<file path="src/core/txds_cfg.svh">
/*
  Constants of the transmit descriptor status block: bus offsets, word
  field positions, reset values and timing figures.
  Assumes inclusion by bare name from files that also import txds_pkg.
*/
`ifndef TXDS_CFG_SVH
`define TXDS_CFG_SVH
// --------------------
// timing
// --------------------
`define TXDS_CLK_MHZ 125
`define TXDS_ATT_NS 512
`define TXDS_BACKOFF_NS 5120
`define TXDS_HB_NS 4000
`define TXDS_MAX_COLL 16
// --------------------
// sizes
// --------------------
`define TXDS_FIFO_DEPTH 16
`define TXDS_FIFO_WIDTH 33
`define TXDS_PERF_ENTRIES 16
// --------------------
// bus offsets and reset values
// --------------------
`define TXDS_ADR_ISR 8'h00
`define TXDS_ADR_OPM 8'h04
`define TXDS_ADR_RES 8'h08
`define TXDS_ADR_STA 8'h0C
`define TXDS_OPM_RST 32'h00000000
// --------------------
// status word fields
// --------------------
`define TXDS_S_OWN 31
`define TXDS_S_ES 15
`define TXDS_S_EC 8
`define TXDS_S_HF 7
`define TXDS_S_CC_HI 6
`define TXDS_S_CC_LO 3
`define TXDS_S_LF 2
`define TXDS_S_UF 1
`define TXDS_S_DE 0
// --------------------
// control word fields
// --------------------
`define TXDS_C_IC 31
`define TXDS_C_LS 30
`define TXDS_C_FS 29
`define TXDS_C_FT1 28
`define TXDS_C_SET 27
`define TXDS_C_FT0 22
// --------------------
// op mode and interrupt status fields
// --------------------
`define TXDS_O_SYM 23
`define TXDS_O_SPD10 2
`define TXDS_O_TXEN 1
`define TXDS_I_TI 0
`define TXDS_I_TU 5
`define TXDS_FT_PERFECT 2'h0
`endif

</file>
<file path="src/core/txds_pkg.sv">
/*
  Types of the transmit descriptor status block.
  Assumes nothing beyond a SystemVerilog compiler.
*/
package txds_pkg;
  typedef enum logic [3:0] {
    TXDS_IDLE,
    TXDS_ATTEMPT,
    TXDS_BACKOFF,
    TXDS_SEND,
    TXDS_HBWAIT,
    TXDS_DRAIN,
    TXDS_NEXT,
    TXDS_SETUP,
    TXDS_WRITE,
    TXDS_SUSP
  } txds_state_t;
  typedef logic [1:0] txds_ftype_t;
endpackage

</file>
<file path="src/core/txds_fifo.sv">
/*
  Flop-based FIFO with valid/ready on both sides, registered flags.
  Assumes one clock and a synchronous active-low reset.
*/
`timescale 1ns/1ps
`default_nettype none
module txds_fifo #(
  parameter int WIDTH = 33,
  parameter int DEPTH = 16
) (
  input wire logic clk,
  input wire logic rst_n,
  input wire logic in_valid,
  input wire logic [WIDTH-1:0] in_data,
  output logic in_ready,
  output logic out_valid,
  output logic [WIDTH-1:0] out_data,
  input wire logic out_ready
);
  localparam int AW = $clog2(DEPTH);
  localparam int CW = $clog2(DEPTH + 1);
  logic [WIDTH-1:0] mem_r [DEPTH];
  logic [WIDTH-1:0] mem_nxt [DEPTH];
  logic [AW-1:0] wp_r, wp_nxt, rp_r, rp_nxt;
  logic [CW-1:0] cnt_r, cnt_nxt;
  logic in_ready_nxt, out_valid_nxt, push, pop;

  assign out_data = mem_r[rp_r];

  always_comb begin
    mem_nxt = mem_r;
    push = in_valid && in_ready;
    pop = out_valid && out_ready;
    wp_nxt = wp_r;
    rp_nxt = rp_r;
    cnt_nxt = cnt_r;
    if (push) begin
      mem_nxt[wp_r] = in_data;
      wp_nxt = (wp_r == AW'(DEPTH - 1)) ? '0 : wp_r + AW'(1);
    end
    if (pop) begin
      rp_nxt = (rp_r == AW'(DEPTH - 1)) ? '0 : rp_r + AW'(1);
    end
    if (push && !pop) begin
      cnt_nxt = cnt_r + CW'(1);
    end else if (pop && !push) begin
      cnt_nxt = cnt_r - CW'(1);
    end
    // flags from the next count so both stay honest without a bypass path
    in_ready_nxt = cnt_nxt != CW'(DEPTH);
    out_valid_nxt = cnt_nxt != '0;
  end

  always_ff @(posedge clk) begin
    if (!rst_n) begin
      wp_r <= '0;
      rp_r <= '0;
      cnt_r <= '0;
      in_ready <= 1'b0;
      out_valid <= 1'b0;
    end else begin
      wp_r <= wp_nxt;
      rp_r <= rp_nxt;
      cnt_r <= cnt_nxt;
      in_ready <= in_ready_nxt;
      out_valid <= out_valid_nxt;
    end
    mem_r <= mem_nxt;
  end
endmodule
`default_nettype wire

</file>
<file path="src/core/txds_top.sv">
/*
  Transmit descriptor status engine: takes control words, runs attempts,
  drains the data FIFO to the transmitter, writes back the status word,
  loads the setup filter table and keeps two interrupt status bits.
  Assumes a descriptor fetcher, a memory data source, a MAC that reports
  line events, a status writer and a classic Wishbone master.
*/
`timescale 1ns/1ps
`default_nettype none
`include "txds_cfg.svh"
module txds_top
  import txds_pkg::*;
(
  input wire logic clk,
  input wire logic rst_n,
  input wire logic wb_cyc_i,
  input wire logic wb_stb_i,
  input wire logic wb_we_i,
  input wire logic [7:0] wb_adr_i,
  input wire logic [3:0] wb_sel_i,
  input wire logic [31:0] wb_dat_i,
  output logic [31:0] wb_dat_o,
  output logic wb_ack_o,
  input wire logic desc_valid,
  input wire logic [31:0] desc_ctrl,
  output logic desc_ready,
  input wire logic mem_valid,
  input wire logic [31:0] mem_data,
  input wire logic mem_last,
  output logic mem_ready,
  output logic mac_valid,
  output logic [31:0] mac_data,
  output logic mac_last,
  input wire logic mac_ready,
  input wire logic mac_collision,
  input wire logic mac_carrier,
  input wire logic mac_hb_pulse,
  input wire logic mac_link_fail,
  output logic status_valid,
  output logic [31:0] status_word,
  input wire logic status_ready,
  output logic filt_wr,
  output logic [3:0] filt_idx,
  output logic [47:0] filt_addr,
  output logic [1:0] filt_mode
);
  localparam logic [9:0] ATT_CYC = 10'((`TXDS_ATT_NS * `TXDS_CLK_MHZ + 999) / 1000);
  localparam logic [9:0] BO_CYC = 10'((`TXDS_BACKOFF_NS * `TXDS_CLK_MHZ + 999) / 1000);
  localparam logic [9:0] HB_CYC = 10'((`TXDS_HB_NS * `TXDS_CLK_MHZ) / 1000);

  // build a status word; ownership always handed back in the same write
  function automatic logic [31:0] txds_status(input logic uf, input logic ec,
      input logic hf, input logic lf, input logic de, input logic [3:0] cc);
    logic [31:0] w;
    w = 32'h00000000;
    w[`TXDS_S_OWN] = 1'b0;
    w[`TXDS_S_UF] = uf;
    w[`TXDS_S_EC] = ec;
    w[`TXDS_S_HF] = hf;
    w[`TXDS_S_LF] = lf;
    w[`TXDS_S_DE] = de;
    w[`TXDS_S_CC_HI:`TXDS_S_CC_LO] = cc;
    // late collision, carrier and jabber errors are not produced here
    w[`TXDS_S_ES] = uf | ec;
    return w;
  endfunction

  txds_state_t st_r, st_nxt;
  logic [31:0] ctrl_r, ctrl_nxt, sw_r, sw_nxt, md_r, md_nxt, sacc_r, sacc_nxt;
  logic [31:0] op_r, op_nxt, wb_dat_r, wb_dat_nxt;
  logic [4:0] coll_r, coll_nxt, sidx_r, sidx_nxt;
  logic [9:0] tmr_r, tmr_nxt;
  logic [1:0] wp_r, wp_nxt, fm_r, fm_nxt;
  logic [3:0] fi_r, fi_nxt;
  logic [47:0] fa_r, fa_nxt;
  logic dfr_r, dfr_nxt, hf_r, hf_nxt, lf_r, lf_nxt, uf_r, uf_nxt, ec_r, ec_nxt;
  logic mid_r, mid_nxt, sv_r, sv_nxt, dr_r, dr_nxt, mv_r, mv_nxt, ml_r, ml_nxt;
  logic fw_r, fw_nxt, ti_r, ti_nxt, tu_r, tu_nxt, wb_ack_r, wb_ack_nxt;
  logic take, f_ov, f_pop, ti_set, tu_set, uf_evt, resume, bus_go, hs;
  logic [32:0] f_od;

  assign take = desc_valid && dr_r;
  assign hs = sv_r && status_ready;

  txds_fifo #(
    .WIDTH(`TXDS_FIFO_WIDTH),
    .DEPTH(`TXDS_FIFO_DEPTH)
  ) u_fifo (
    .clk(clk),
    .rst_n(rst_n),
    .in_valid(mem_valid),
    .in_data({mem_last, mem_data}),
    .in_ready(mem_ready),
    .out_valid(f_ov),
    .out_data(f_od),
    .out_ready(f_pop)
  );

  // --------------------
  // register bus
  // --------------------
  always_comb begin
    wb_ack_nxt = 1'b0;
    wb_dat_nxt = wb_dat_r;
    op_nxt = op_r;
    ti_nxt = ti_r;
    tu_nxt = tu_r;
    resume = 1'b0;
    bus_go = wb_cyc_i && wb_stb_i && !wb_ack_r;
    if (bus_go) begin
      wb_ack_nxt = 1'b1;
      wb_dat_nxt = 32'h00000000;
      case (wb_adr_i)
        `TXDS_ADR_ISR: begin
          wb_dat_nxt[`TXDS_I_TI] = ti_r;
          wb_dat_nxt[`TXDS_I_TU] = tu_r;
          if (wb_we_i && wb_sel_i[0]) begin
            if (wb_dat_i[`TXDS_I_TI]) begin
              ti_nxt = 1'b0;
            end
            if (wb_dat_i[`TXDS_I_TU]) begin
              tu_nxt = 1'b0;
            end
          end
        end
        `TXDS_ADR_OPM: begin
          wb_dat_nxt = op_r;
          if (wb_we_i) begin
            for (int i = 0; i < 4; i++) begin
              if (wb_sel_i[i]) begin
                op_nxt[i*8 +: 8] = wb_dat_i[i*8 +: 8];
              end
            end
          end
        end
        `TXDS_ADR_RES: begin
          resume = wb_we_i && wb_sel_i[0];
        end
        `TXDS_ADR_STA: begin
          wb_dat_nxt = {23'h000000, st_r == TXDS_SUSP, 3'h0, coll_r};
        end
        default: begin
          wb_dat_nxt = 32'h00000000;
        end
      endcase
    end
    // a hardware set beats a software clear in the same cycle
    if (ti_set) begin
      ti_nxt = 1'b1;
    end
    if (tu_set) begin
      tu_nxt = 1'b1;
    end
  end

  always_ff @(posedge clk) begin
    if (!rst_n) begin
      wb_ack_r <= 1'b0;
      wb_dat_r <= 32'h00000000;
      op_r <= `TXDS_OPM_RST;
      ti_r <= 1'b0;
      tu_r <= 1'b0;
    end else begin
      wb_ack_r <= wb_ack_nxt;
      wb_dat_r <= wb_dat_nxt;
      op_r <= op_nxt;
      ti_r <= ti_nxt;
      tu_r <= tu_nxt;
    end
  end

  // --------------------
  // transmit engine
  // --------------------
  always_comb begin
    st_nxt = st_r;
    ctrl_nxt = ctrl_r;
    coll_nxt = coll_r;
    tmr_nxt = tmr_r;
    dfr_nxt = dfr_r;
    hf_nxt = hf_r;
    lf_nxt = lf_r;
    uf_nxt = uf_r;
    ec_nxt = ec_r;
    mid_nxt = mid_r;
    sw_nxt = sw_r;
    sv_nxt = sv_r;
    mv_nxt = mv_r;
    md_nxt = md_r;
    ml_nxt = ml_r;
    wp_nxt = wp_r;
    sidx_nxt = sidx_r;
    sacc_nxt = sacc_r;
    fi_nxt = fi_r;
    fa_nxt = fa_r;
    fm_nxt = fm_r;
    fw_nxt = 1'b0;
    f_pop = 1'b0;
    ti_set = 1'b0;
    tu_set = 1'b0;
    uf_evt = 1'b0;
    if (mv_r && mac_ready) begin
      mv_nxt = 1'b0;
    end
    case (st_r)
      TXDS_IDLE: begin
        if (take) begin
          ctrl_nxt = desc_ctrl;
          coll_nxt = 5'h00;
          {dfr_nxt, hf_nxt, lf_nxt, uf_nxt, ec_nxt, mid_nxt} = 6'h00;
          tmr_nxt = 10'h000;
          if (desc_ctrl[`TXDS_C_SET]) begin
            st_nxt = TXDS_SETUP;
            wp_nxt = 2'h0;
            sidx_nxt = 5'h00;
          end else if (desc_ctrl[`TXDS_C_FS]) begin
            st_nxt = TXDS_ATTEMPT;
            lf_nxt = mac_link_fail && op_r[`TXDS_O_SYM];
          end else begin
            // stray buffer outside a frame: hand it straight back
            sw_nxt = 32'h00000000;
            sv_nxt = 1'b1;
            st_nxt = TXDS_WRITE;
          end
        end
      end
      TXDS_ATTEMPT: begin
        if (mac_carrier) begin
          dfr_nxt = 1'b1;
          tmr_nxt = 10'h000;
        end else if (mac_collision) begin
          coll_nxt = coll_r + 5'h01;
          if (coll_r == 5'(`TXDS_MAX_COLL - 1)) begin
            ec_nxt = 1'b1;
            st_nxt = TXDS_DRAIN;
          end else begin
            st_nxt = TXDS_BACKOFF;
            tmr_nxt = 10'h000;
          end
        end else if (tmr_r < ATT_CYC - 10'h001) begin
          tmr_nxt = tmr_r + 10'h001;
        end else if (f_ov) begin
          st_nxt = TXDS_SEND;
        end
      end
      TXDS_BACKOFF: begin
        if (tmr_r == BO_CYC - 10'h001) begin
          st_nxt = TXDS_ATTEMPT;
          tmr_nxt = 10'h000;
        end else begin
          tmr_nxt = tmr_r + 10'h001;
        end
      end
      TXDS_SEND: begin
        if (!mv_r || mac_ready) begin
          if (f_ov) begin
            f_pop = 1'b1;
            mv_nxt = 1'b1;
            md_nxt = f_od[31:0];
            ml_nxt = f_od[32] && ctrl_r[`TXDS_C_LS];
            if (f_od[32]) begin
              if (!ctrl_r[`TXDS_C_LS]) begin
                // buffer exhausted mid-frame: release it, fetch the next
                sw_nxt = 32'h00000000;
                sv_nxt = 1'b1;
                mid_nxt = 1'b1;
                st_nxt = TXDS_WRITE;
              end else if (op_r[`TXDS_O_SPD10] && coll_r == 5'h00) begin
                st_nxt = TXDS_HBWAIT;
                tmr_nxt = 10'h000;
              end else begin
                sw_nxt = txds_status(1'b0, 1'b0, 1'b0, lf_r, dfr_r, coll_r[3:0]);
                sv_nxt = 1'b1;
                mid_nxt = 1'b0;
                st_nxt = TXDS_WRITE;
              end
            end
          end else if (mac_ready) begin
            uf_evt = 1'b1;
            uf_nxt = 1'b1;
            sw_nxt = txds_status(1'b1, 1'b0, 1'b0, lf_r, dfr_r, coll_r[3:0]);
            sv_nxt = 1'b1;
            mid_nxt = 1'b0;
            st_nxt = TXDS_WRITE;
          end
        end
      end
      TXDS_HBWAIT: begin
        if (mac_hb_pulse || tmr_r == HB_CYC - 10'h001) begin
          hf_nxt = !mac_hb_pulse;
          sw_nxt = txds_status(1'b0, 1'b0, !mac_hb_pulse, lf_r, dfr_r, coll_r[3:0]);
          sv_nxt = 1'b1;
          mid_nxt = 1'b0;
          st_nxt = TXDS_WRITE;
        end else begin
          tmr_nxt = tmr_r + 10'h001;
        end
      end
      TXDS_DRAIN: begin
        // discard the rest of the aborted buffer so it never goes out
        if (f_ov) begin
          f_pop = 1'b1;
          if (f_od[32]) begin
            sw_nxt = txds_status(1'b0, 1'b1, 1'b0, lf_r, dfr_r, coll_r[3:0]);
            sv_nxt = 1'b1;
            mid_nxt = 1'b0;
            st_nxt = TXDS_WRITE;
          end
        end
      end
      TXDS_NEXT: begin
        if (take) begin
          ctrl_nxt = desc_ctrl;
          st_nxt = TXDS_SEND;
        end
      end
      TXDS_SETUP: begin
        if (f_ov) begin
          f_pop = 1'b1;
          wp_nxt = wp_r + 2'h1;
          if (wp_r == 2'h0) begin
            sacc_nxt[15:0] = f_od[15:0];
          end else if (wp_r == 2'h1) begin
            sacc_nxt[31:16] = f_od[15:0];
          end else begin
            wp_nxt = 2'h0;
            fa_nxt = {f_od[15:0], sacc_r};
            fi_nxt = sidx_r[3:0];
            fw_nxt = {ctrl_r[`TXDS_C_FT1], ctrl_r[`TXDS_C_FT0]} == `TXDS_FT_PERFECT
                     && sidx_r < 5'(`TXDS_PERF_ENTRIES);
            sidx_nxt = (sidx_r < 5'(`TXDS_PERF_ENTRIES)) ? sidx_r + 5'h01 : sidx_r;
          end
          if (f_od[32]) begin
            fm_nxt = {ctrl_r[`TXDS_C_FT1], ctrl_r[`TXDS_C_FT0]};
            sw_nxt = 32'h00000000;
            sv_nxt = 1'b1;
            mid_nxt = 1'b0;
            st_nxt = TXDS_WRITE;
          end
        end
      end
      TXDS_WRITE: begin
        if (status_ready) begin
          sv_nxt = 1'b0;
          if (ctrl_r[`TXDS_C_IC] && !mid_r
              && (ctrl_r[`TXDS_C_LS] || ctrl_r[`TXDS_C_SET])) begin
            ti_set = 1'b1;
          end
          if (uf_r) begin
            ti_set = 1'b1;
            tu_set = 1'b1;
            st_nxt = TXDS_SUSP;
          end else if (mid_r) begin
            st_nxt = TXDS_NEXT;
          end else begin
            st_nxt = TXDS_IDLE;
          end
        end
      end
      TXDS_SUSP: begin
        if (resume) begin
          st_nxt = TXDS_IDLE;
        end
      end
      default: begin
        st_nxt = TXDS_IDLE;
      end
    endcase
    dr_nxt = (st_nxt == TXDS_IDLE && op_nxt[`TXDS_O_TXEN]) || st_nxt == TXDS_NEXT;
  end

  always_ff @(posedge clk) begin
    if (!rst_n) begin
      st_r <= TXDS_IDLE;
      ctrl_r <= 32'h00000000;
      sw_r <= 32'h00000000;
      md_r <= 32'h00000000;
      sacc_r <= 32'h00000000;
      coll_r <= 5'h00;
      sidx_r <= 5'h00;
      tmr_r <= 10'h000;
      wp_r <= 2'h0;
      fm_r <= 2'h0;
      fi_r <= 4'h0;
      fa_r <= 48'h000000000000;
      {dfr_r, hf_r, lf_r, uf_r, ec_r, mid_r} <= 6'h00;
      {sv_r, dr_r, mv_r, ml_r, fw_r} <= 5'h00;
    end else begin
      st_r <= st_nxt;
      ctrl_r <= ctrl_nxt;
      sw_r <= sw_nxt;
      md_r <= md_nxt;
      sacc_r <= sacc_nxt;
      coll_r <= coll_nxt;
      sidx_r <= sidx_nxt;
      tmr_r <= tmr_nxt;
      wp_r <= wp_nxt;
      fm_r <= fm_nxt;
      fi_r <= fi_nxt;
      fa_r <= fa_nxt;
      {dfr_r, hf_r, lf_r, uf_r, ec_r, mid_r} <= {dfr_nxt, hf_nxt, lf_nxt, uf_nxt, ec_nxt, mid_nxt};
      {sv_r, dr_r, mv_r, ml_r, fw_r} <= {sv_nxt, dr_nxt, mv_nxt, ml_nxt, fw_nxt};
    end
  end

  assign wb_ack_o = wb_ack_r;
  assign wb_dat_o = wb_dat_r;
  assign desc_ready = dr_r;
  assign mac_valid = mv_r;
  assign mac_data = md_r;
  assign mac_last = ml_r;
  assign status_valid = sv_r;
  assign status_word = sw_r;
  assign filt_wr = fw_r;
  assign filt_idx = fi_r;
  assign filt_addr = fa_r;
  assign filt_mode = fm_r;
endmodule
`default_nettype wire

</file>
<file path="config.mk">
export PLATFORM = sky130hd
export DESIGN_NAME = txds_top
export DESIGN_NICKNAME = d
export VERILOG_FILES = /design/src/core/txds_pkg.sv /design/src/core/txds_fifo.sv /design/src/core/txds_top.sv
export VERILOG_INCLUDE_DIRS = /design/src /design/src/core
export SDC_FILE = /design/constraint.sdc
export NUM_CORES = 1
export LEC_CHECK = 0
export BUFFER_PORTS_ARGS = -buffer_cell sky130_fd_sc_hd__buf_2
export CAP_MARGIN = 15
export CORE_MARGIN = 5
export CORE_UTILIZATION = 64
export CTS_CLUSTER_SIZE = 28
export DETAILED_ROUTE_END_ITERATION = 12
export PLACE_DENSITY = 0.85
export SKIP_LAST_GASP = 1
export SLEW_MARGIN = 20
export SYNTH_ARGS = -nofsm -noshare
export SYNTH_HDL_FRONTEND = slang
export SYNTH_SLANG_ARGS = --single-unit
</file>
<file path="constraint.sdc">
create_clock -name clk -period 10.95 [get_ports clk]
set_input_delay 1.095 -clock clk [delete_from_list [all_inputs] [get_ports clk]]
set_output_delay 1.095 -clock clk [all_outputs]
set_load 0.05 [all_outputs]
</file>
==> reports/metrics.yaml, run 1 <==
synth:
  synth_compound_area_share_pct: 5.48
  netlist_instances: 2027
  synth-seq-cells: 778
  synth_top_family_by_area: "multiplexers"
  yosys.area_share.simple_pct: 8.48
  ys_types: 77
  synthAdderAreaFrac_pct: 0.496
  syn_avg_cell_area_um2: 14.9
  synthXorXnorAreaFrac_pct: 0.318
  syn_area_mm2: 0.0303
  synth.area.mux_share_pct: 14.0
  yosys_warnings: 0
  ys.flop_type: "edfxtp_1"
  ys_seq_area_share_pct: 68.9
  async_flop_share_pct: 0
  synth-edff-count: 528
floorplan:
  dieArea_mm2: 0.0518
  fp-row-count: 79
  io_pins: 279
  chipHeight_um: 228
  initial_core_util_pct: 64.9
  core_area_mm2: 0.0467
  dieWidth_um: 228
critical_path:
  critPathMaxFanout: 75
  r2r-start: "u_fifo.rp_r[1]"
  crit_path_end_kind: "flop"
  startpoint_type: "flop"
  worst_ep_arrival_time_ns: 4.48
  crit_chain: "buf_4 -> nor3_1 -> o311a_1 -> nor3b_1 -> o21ai_0 -> a21oi_1"
  startpoint: "u_fifo.rp_r[1]"
  crit_slowest_cell: "dfxtp_4"
  crit_type: "flop to flop"
  required_ns: 11.47
  slowest_delay_ns: 1.00
clock_network:
  numCtsBuffers: 75
  ctsResizeCount: 0
  clkSinkCount: 778
  clk_pin_slew_ns: 0.07
  postCtsHoldBufs: 0
  worstSkewPairLatency_ns: 0.62
  clock_path_buffers: 3
  cts_max_level: 3
  post_cts_buffers: 0
  cts_tree: "done"
  cts_root_buffer: "clkbuf_16"
pwr:
  vdd_ir_drop_max_v: 0.000142
  sw_frac_of_total_pct: 20.7
  p_sw_uw: 1240
  seqPwrFrac_pct: 53.3
  power.leakage_uw: 0.0118
  clockPowerShare_pct: 43.8
  power_frac_comb_pct: 2.9
  internal-power_uw: 4720
  p_per_area_mw_per_mm2: 172
run_status:
  status: "completed"
layout:
  layout.area.seq_mm2: 0.0209
  post-route-cell-area_mm2: 0.0345
  nNetsFinal: 2377
  layout-drive-gt1-share_pct: 25.3
  n_fill_cell: 2697
  multiInputGateArea_mm2: 0.00893
  area.growth.synth_to_final_pct: 13.9
route:
  vias: 18900
  first_pass_iters: 6
  wl_per_cell_um: 26.8
  vias_per_cell: 6.50
  route.detailed.drc: 0
  ant_nets: 0
  dr.first_iter.drc_count: 2350
  drt-total-wl_mm: 77.8
sta:
  rsz0062_at_grt: "false"
  tns_ns: 0
  period_minus_slack_ns: 3.96
  fmax_mhz: 252
  fin_skew_ns: 0.0263
  finalHoldViolations: 0
  final.setup.worst_slack_ns: 6.99
  setup_viol: 0
  min_period_over_period_pct: 36.2
  slew_headroom_pct: 25.2
  tightest_slew_ns: 1.12
  drv_slew: 0
hold_path:
  worstHoldStart: "sacc_r[4]"
  worstHoldPathType: "flop to flop"
grt:
  grt_max_degree: 134
  grt_pass1_wl_mm: 117
  grt_usage_pct: 30.3
  grt_pass1_vias: 19100
  grt-ovfl-total: 0
  antenna_found_initial: 5
placement:
  pre_cts_ws_ns: 7.11
  port_buffers: 230
  dpl_cell_area_mm2: 0.0320
  hpwl_mm: 43.8
  gp_congestion: 0.925
job:
  drv_cap: 0
[final timing paths]
kind,to,slack (ns),cells past startpoint
worst min-delay path,filt_addr[4],0.44,2
worst min register to register,filt_addr[4],0.44,2
worst max-delay path,status_word[1],6.99,6
worst max register to register,status_word[1],6.99,6
[synthesized netlist by cell type, drive strengths merged (10+ instances only)]
| library cell | n | share of area, % |
|---|---|---|
| mux2i | 61 | 2.0 |
| ha | 12 | 0.50 |
| buf | 51 | 0.98 |
| mux4 | 160 | 12 |
| nand2b | 12 | 0.25 |
| clkbuf | 90 | 1.1 |
| edfxtp | 528 | 52 |
| or3 | 10 | 0.21 |
| a21oi | 157 | 2.6 |
| inv | 19 | 0.24 |
| nand4 | 14 | 0.29 |
| nand3 | 32 | 0.53 |
| nor3 | 21 | 0.36 |
| nor2 | 134 | 1.7 |
| dfxtp | 250 | 17 |
| nand2 | 285 | 3.5 |
| a22oi | 27 | 0.67 |
| o21ai | 19 | 0.31 |
[cell usage in the layout (no fill, tap or decap), types with 31 or more instances in the layout]
cell type and instances:
edfxtp_1 528, buf_2 230, clkbuf_16 76, nor2_1 118, mux2i_1 61, a21oi_1 157, nand3_1 31, mux4_2 160
dfxtp_1 247, nand2_1 285
[worst max-delay path: cells and delay by family, from the launching register on]
| family | cells | cell delay, ns |
|---|---|---|
| AO/OA/AOI/OAI | 3 | 0.86 |
| AND/OR/NAND/NOR | 2 | 0.93 |
| flip-flops | 1 | 1.00 |
| buffers and inverters | 1 | 0.94 |
[cells by family after synthesis]
logic type,after synthesis
AO/OA/AOI/OAI,270
XOR/XNOR,11
adder cells (fa/ha/maj),12
buffers and inverters,161
flip-flops,778
multiplexers,223
other,1
AND/OR/NAND/NOR,571
[flip-flops by register name, summed over array words and instances (netlist names), 2 cells and up]
signal and cells:
u_fifo.rp_r 4, sacc_r 32, st_r 4, status_word 10, u_fifo.cnt_r 5, tmr_r 10, coll_r 5, wb_dat_o 32
sidx_r 5, wp_r 2, ctrl_r 5, filt_idx 4, mac_data 32, filt_mode 2, filt_addr 48, u_fifo.mem_r 528
u_fifo.wp_r 4, op_r 32
[routing by layer]
metal	wire length [µm]	global-route usage, %	vias to the layer above
met3	7660	6.67	210
met4	2870	12.9	4
li1	-	-	8087
met1	27900	38.6	9442
met2	39400	50.9	1154
met5	25	0	-
[area by class of cell]
| class | instances | share of cell area [%] |
|---|---|---|
| Tap cell | 607 | 2.20 |
| Antenna cell | 4 | 0.0290 |
| Multi-Input combinational cell | 1109 | 25.9 |
| Clock inverter | 43 | 1.39 |
| Inverter | 20 | 0.232 |
| Sequential cell | 778 | 60.5 |
| Clock buffer | 87 | 5.75 |
| Timing Repair Buffer | 259 | 4.04 |
[power groups by stage]
stage          clock network [µW]  logic (µW)  registers (µW)
3_3_place_gp                    0         157            3230
4_1_cts                      2640         171            3170
3_5_place_dp                    0         167            3230
6_report                     2610         174            3170
2_1_floorplan                   0        94.2            3230
5_1_grt                      2770         186            3170
[through the flow]
step,hold WS [ns],util (%),instances,power [µW]
6_report,0.436,74.0,2907,5950
5_1_grt,0.464,74.0,2904,6130
4_1_cts,0.436,73.9,2902,5980
3_5_place_dp,0.443,68.6,2772,3400
3_3_place_gp,0.438,68.6,2772,3390
2_1_floorplan,0.423,-,2048,3330
No activity file was read; power rests on OpenSTA's default activity.
==> run 2: changes to the inputs <==
--- a/config.mk
+++ b/config.mk
@@ -9,10 +9,10 @@
 export BUFFER_PORTS_ARGS = -buffer_cell sky130_fd_sc_hd__buf_2
 export CAP_MARGIN = 15
 export CORE_MARGIN = 5
-export CORE_UTILIZATION = 64
+export CORE_UTILIZATION = 59
 export CTS_CLUSTER_SIZE = 28
 export DETAILED_ROUTE_END_ITERATION = 12
-export PLACE_DENSITY = 0.85
+export PLACE_DENSITY = 0.79
 export SKIP_LAST_GASP = 1
 export SLEW_MARGIN = 20
 export SYNTH_ARGS = -nofsm -noshare
==> constraint.sdc (replaced) <==
create_clock -name clk -period 3.7 [get_ports clk]
set_input_delay 0.37 -clock clk [delete_from_list [all_inputs] [get_ports clk]]
set_output_delay 0.37 -clock clk [all_outputs]
set_load 0.05 [all_outputs]
==> reports/metrics.yaml, run 2 (synthesis results as in run 1) <==
run_status:
  status: "completed"
sta:
  setup_viol: 0  # unchanged
  tightest_slew_ns: 0.961  # -0.160 ns
  period_minus_slack_ns: 2.85  # -1.11 ns
  finalHoldViolations: 0  # unchanged
  fmax_mhz: 351  # +39%
  tns_ns: 0  # unchanged
  rsz0062_at_grt: "false"
  min_period_over_period_pct: 77.1  # +41 points
  fin_skew_ns: 0.0204  # -0.00594 ns
  slew_headroom_pct: 35.9  # +11 points
  drv_slew: 0  # unchanged
critical_path:
  reg2regPathDepth: 6  # unchanged
  crit_slowest_cell: "dfxtp_1"
  startpoint: "u_fifo.rp_r[2]"
  crit_chain: "inv_2 -> o32a_1 -> and3_1 -> or4_4 -> and3_4 -> a2111oi_2"
  r2r-start: "u_fifo.rp_r[2]"
  path_buf_inv: 1  # unchanged
  r2r_slack_ns: 0.85  # -6.14 ns
  r2r-end: "desc_ready"
  crit_type: "flop to flop"
  worst_ep_arrival_time_ns: 3.37  # -1.11 ns
  required_ns: 4.22  # -7.25 ns
  slowest_delay_ns: 0.62  # -0.38 ns
  critPathMaxFanout: 14  # -81%
  startpoint_type: "flop"
  crit_path_end_kind: "flop"
  cp_top_family: "simple AND/OR/NAND/NOR gates"
route:
  dr.first_iter.drc_count: 2040  # -13%
  drt-total-wl_mm: 76.2  # -2.1%
  wl_per_cell_um: 25.1  # -6.2%
  route.detailed.drc: 0  # unchanged
  first_pass_iters: 5  # -1
  vias: 18700  # -0.96%
  ant_nets: 0  # unchanged
  vias_per_cell: 6.17  # -5.1%
layout:
  layout_common_cells: "edfxtp_1 (528), nand2_1 (285), dfxtp_1 (247)"
  largest_reg_flops: 528  # unchanged
  layout-drive-gt1-share_pct: 25.3  # +0.035 points
  final_common_cell: "edfxtp_1"
  area.growth.synth_to_final_pct: 16.1
  n_fill_cell: 3319  # +23%
  fin_cells: 3035  # +4.4%
  largest_register: "u_fifo.mem_r"
  nNetsFinal: 2424  # +2.0%
  post-route-cell-area_mm2: 0.0352  # +1.9%
placement:
  placedCellCount: 2864  # +3.3%
  gp_congestion: 0.961  # +3.9%
  port_buffers: 230  # unchanged
  dpl_cell_area_mm2: 0.0324  # +1.2%
  hpwl_mm: 44.4  # +1.3%
floorplan:
  dieWidth_um: 237  # +4.0%
  core_area_mm2: 0.0511  # +9.5%
  fp-row-count: 83  # +5.1%
  io_pins: 279  # unchanged
  dieArea_mm2: 0.0560  # +8.1%
  chipHeight_um: 237  # +4.0%
  initial_core_util_pct: 59.3  # -5.6 points
clock_network:
  numCtsBuffers: 77  # +2.7%
  post_cts_buffers: 0  # unchanged
  clk_pin_slew_ns: 0.06  # about the same
  cts_root_buffer: "clkbuf_16"
  clock_path_buffers: 3  # unchanged
  cts_max_level: 3  # unchanged
  worstSkewPairLatency_ns: 0.62  # about the same
  ctsResizeCount: 0  # unchanged
  clkSinkCount: 778  # unchanged
  cts_tree: "done"
pwr:
  p_per_area_mw_per_mm2: 499  # +190%
  total_power_uw: 17600  # +190%
  power.leakage_uw: 0.0120  # +1.8%
  vdd_ir_drop_max_v: 0.000421  # +200%
grt:
  grt_pass1_vias: 18900  # -0.98%
  grt_usage_pct: 26.8  # -3.5 points
  grt_max_degree: 126  # -6.0%
  grt-ovfl-total: 0  # unchanged
  grt_pass1_wl_mm: 115  # -1.5%
  antenna_found_initial: 7  # +2
hold_path:
  worstHoldPathType: "primary input to flop"
  min_to: "op_r[21]"
  hold_depth: 3  # +1
  worstHoldStart: "wb_dat_i[21]"
job:
  drv_cap: 0  # unchanged
-- run 2: changes by cell type in the layout (fill, tap and decap cells not counted), sizes merged --
cell,before,now
dlygate4sd3,0,27
buf,259,277
clkbuf,87,99
bufinv,9,5
clkinv,24,27
clkinvlp,7,8
diode,4,3
inv,23,22
-- run 2: timing repair --
| action | 4_1_cts | 5_1_grt |
|---|---|---|
| setup endpoints to repair | 0 | 0 |
| hold buffers | 27 | 0 |
| endpoints found under the hold margin | 27 | 0 |
-- run 2: area by class of cell --
cell class | count | area, µm² | share of cell area (%)
flip-flops and latches | 778 | 20900 | 59.4
multi-input cells | 1109 | 8960 | 25.5
well taps | 680 | 851 | 2.42
repair buffers | 304 | 1920 | 5.47
diodes | 3 | 7.51 | 0.0214
clock inverters | 42 | 359 | 1.02
inverters | 20 | 80.1 | 0.228
clock buffers | 99 | 2100 | 5.98
-- run 2: metrics by stage --
step	utilization, %	setup WS [ns]	hold slack [ns]
finish	68.8	0.849	0.0373
global route	68.8	0.564	0.0385
CTS	68.8	0.879	0.00352
detailed placement	63.4	0.762	0.443
global placement	63.4	0.870	0.442
floorplan	-	0.495	0.423
-- run 2: tightest hold or removal path: stages --
cell	delay, ns
buf_2	0.10
mux2i_1	0.06
nor2_1	0.07
-- run 2: where the power goes --
group	total [µW]	switching, µW	internal (µW)
Sequential	9370	26.7	9340
Combinational	545	386	159
Clock	7640	3260	4380
Total	17600	3670	13900
-- run 2: per-layer routing --
layer / up-vias / GRT usage, % / routed length [µm]
met5: - / 0 / 35
met4: 8 / 8.96 / 2250
met3: 160 / 4.68 / 6010
met2: 913 / 46.2 / 39000
met1: 9445 / 35.0 / 28900
li1: 8190 / - / -
-- run 2: worst max path at each step --
stage / to / slack (ns) / cells past startpoint
after floorplan: u_fifo.mem_r[0] / 0.50 / 4
after global routing: tmr_r[4] / 0.56 / 6
after CTS: desc_ready / 0.88 / 6
after detailed placement: desc_ready / 0.76 / 7
final: desc_ready / 0.85 / 6
after global placement: desc_ready / 0.87 / 7
==> run 3: changes to the inputs <==
--- a/config.mk
+++ b/config.mk
@@ -6,6 +6,7 @@
 export SDC_FILE = /design/constraint.sdc
 export NUM_CORES = 1
 export LEC_CHECK = 0
+export ABC_AREA = 1
 export BUFFER_PORTS_ARGS = -buffer_cell sky130_fd_sc_hd__buf_2
 export CAP_MARGIN = 15
 export CORE_MARGIN = 5
==> constraint.sdc (replaced) <==
create_clock -name clk -period 2.8 [get_ports clk]
set_input_delay 0.28 -clock clk [delete_from_list [all_inputs] [get_ports clk]]
set_output_delay 0.28 -clock clk [all_outputs]
set_load 0.05 [all_outputs]
==> reports/metrics.yaml, run 3 <==
hold_path:
  worstHoldStart: "wb_sel_i[1]"
  worstHoldPathType: "primary input to flop"
layout:
  fin_cells: 3972  # +31%
  final_common_cell: "edfxtp_1"
  nNetsFinal: 3356  # +38%
  n_fill_cell: 3622  # +9.1%
  area.growth.synth_to_final_pct: 15.8
  utilization_pct: 68.9  # +0.081 points
  largest_register: "u_fifo.mem_r"
  layout_common_cells: "edfxtp_1 (528), o21ai_0 (381), nor2_1 (377)"
  layout-drive-gt1-share_pct: 14.5  # -11 points
  largest_reg_flops: 528  # unchanged
route:
  drt-total-wl_mm: 82.0  # +7.6%
  vias_per_cell: 5.95  # -3.5%
  first_pass_iters: 6  # +1
  vias: 23600  # +26%
  dr.first_iter.drc_count: 2810  # +38%
  ant_nets: 0  # unchanged
  wl_per_cell_um: 20.6  # -18%
  route.detailed.drc: 0  # unchanged
sta:
  tns_ns: 0  # unchanged
  fin_skew_ns: 0.0231  # +0.00270 ns
  fmax_mhz: 396  # +13%
  hold_ws_ns: 0.0320  # -0.00527 ns
  slew_headroom_pct: 45.3  # +9.4 points
  period_minus_slack_ns: 2.53  # -0.326 ns
  drv_slew: 0  # unchanged
  finalHoldViolations: 0  # unchanged
  setup_viol: 0  # unchanged
  tightest_slew_ns: 0.820  # -0.141 ns
  min_period_over_period_pct: 90.2  # +13 points
  rsz0062_at_grt: "false"
critical_path:
  worst_ep_arrival_time_ns: 3.05  # -0.32 ns
  required_ns: 3.33  # -0.89 ns
  r2r-start: "u_fifo.rp_r[0]"
  crit_chain: "inv_6 -> nand2_1 -> nand2_1 -> nand2_1 -> nand3_1 -> nand3_2 -> nand2_2 -> o21bai_1 -> nor2_2 -> nand2_2 -> nand2_1 -> nand2_1 -> nor2_1"
  crit_path_end_kind: "flop"
  slowest_delay_ns: 0.47  # -0.15 ns
  startpoint_type: "flop"
  cp_common_cell: "nand2_1"
  crit_slowest_cell: "nor2_2"
  cp_top_family: "simple AND/OR/NAND/NOR gates"
  startpoint: "u_fifo.rp_r[0]"
  critPathMaxFanout: 43  # +29
  crit_type: "flop to flop"
  path_buf_inv: 1  # unchanged
floorplan:
  io_pins: 279  # unchanged
  chipHeight_um: 240  # +1.5%
  core_area_mm2: 0.0526  # +2.9%
  initial_core_util_pct: 59.5  # +0.19 points
  dieArea_mm2: 0.0577  # +3.0%
  fp-row-count: 84  # +1.2%
  dieWidth_um: 240  # +1.5%
synth:
  ys_seq_area_share_pct: 66.8  # -2.1 points
  ys_types: 51  # -34%
  synth_top_area_cell: "edfxtp_1"
  async_flop_share_pct: 0  # unchanged
  yosysTopAreaCellShare_pct: 50.7  # -1.6 points
  yosysMostFrequentCell: "edfxtp_1"
  ys.flop_type: "edfxtp_1"
  synth_area_leaders: "edfxtp_1 (51%), dfxtp_1 (16%), o21ai_0 (6.1%)"
  syn_avg_cell_area_um2: 10.5  # -30%
  netlist_instances: 2978  # +47%
  synthTopCellsByCount: "edfxtp_1 (528), nor2_1 (394), o21ai_0 (381)"
  yosys_warnings: 0  # unchanged
  synth-seq-cells: 778  # unchanged
  syn_area_mm2: 0.0312  # +3.2%
  synth-edff-count: 528  # unchanged
clock_network:
  clock_path_buffers: 3  # unchanged
  clk_pin_slew_ns: 0.06  # about the same
  clkSinkCount: 778  # unchanged
  cts_tree: "done"
  worstSkewPairLatency_ns: 0.62  # about the same
  ctsResizeCount: 0  # unchanged
  cts_root_buffer: "clkbuf_16"
  cts_max_level: 3  # unchanged
  numCtsBuffers: 76  # -1.3%
job:
  drv_cap: 0  # unchanged
pwr:
  vdd_ir_drop_max_v: 0.000532  # +26%
  total_power_uw: 23800  # +36%
  p_per_area_mw_per_mm2: 659  # +32%
  power.leakage_uw: 0.0136  # +13%
placement:
  port_buffers: 230  # unchanged
  placedCellCount: 3787  # +32%
  gp_congestion: 0.882  # -8.2%
  hpwl_mm: 47.6  # +7.4%
grt:
  grt_pass1_vias: 23000  # +22%
  grt_usage_pct: 27.5  # +0.72 points
  antenna_found_initial: 5  # -2
  grt-ovfl-total: 0  # unchanged
  grt_pass1_wl_mm: 126  # +9.2%
  grt_max_degree: 89  # -29%
run_status:
  status: "completed"
-- run 3: logic make-up (layout without fill, tap and decap cells) --
family	after synthesis	after routing	share of synthesized area, %
compound gates	809	809	14.4
xor+xnor	8	8	0.248
fa+ha+maj	12	12	0.480
buf+inv	476	756	6.13
flops	778	778	66.8
other cells	1	27	0.0120
simple gates	894	894	12.0
-- run 3: metal layers --
| layer | vias up | share of wire, % | track usage (%) |
|---|---|---|---|
| met2 | 1294 | 49 | 46.0 |
| li1 | 10900 | - | - |
| met3 | 196 | 9.4 | 4.76 |
| met5 | - | 0 | 0 |
| met4 | 0 | 3.2 | 9.90 |
| met1 | 11300 | 38 | 36.7 |
-- run 3: where the power goes --
| part | internal [µW] | switching (µW) |
|---|---|---|
| clock | 5760 | 4220 |
| sequential | 12500 | 89.8 |
| combinational | 341 | 922 |
| total | 18600 | 5240 |
-- run 3: worst paths after layout --
check | end | slack (ns) | cells after the start
max | status_word[0] | 0.27 | 13
min | op_r[9] | 0.03 | 3
max reg2reg | status_word[0] | 0.27 | 13
min reg2reg | filt_idx[3] | 0.44 | 2
-- run 3: layout make-up --
cell class,count,area [µm²],share of cell area [%]
inverter,286,1090,3.00
multi-input combinational,1745,8690,24.0
clock buffer,105,2160,5.96
clock inverter,30,273,0.754
timing repair buffer,335,2250,6.22
tap,688,861,2.38
sequential,778,20900,57.7
antenna,5,12.5,0.0346
-- run 3: what timing repair did --
action	in CTS	in global routing
setup buffers	0	0
hold endpoints to repair	39	0
hold buffers	45	0
-- run 3: worst min-delay path: cells and delay by family --
| family | cells | cell delay [ns] |
|---|---|---|
| AO/OA/AOI/OAI | 1 | 0.06 |
| buffers and inverters | 1 | 0.15 |
| AND/OR/NAND/NOR | 1 | 0.09 |
-- run 3: stage by stage --
| step | cell area [µm²] | worst slack [ns] |
|---|---|---|
| after floorplan | 31300 | -0.306 |
| after global placement | 33300 | 0.443 |
| after detailed placement | 33300 | 0.324 |
| after CTS | 36200 | 0.317 |
| after global routing | 36200 | 0.0403 |
| final | 36200 | 0.274 |
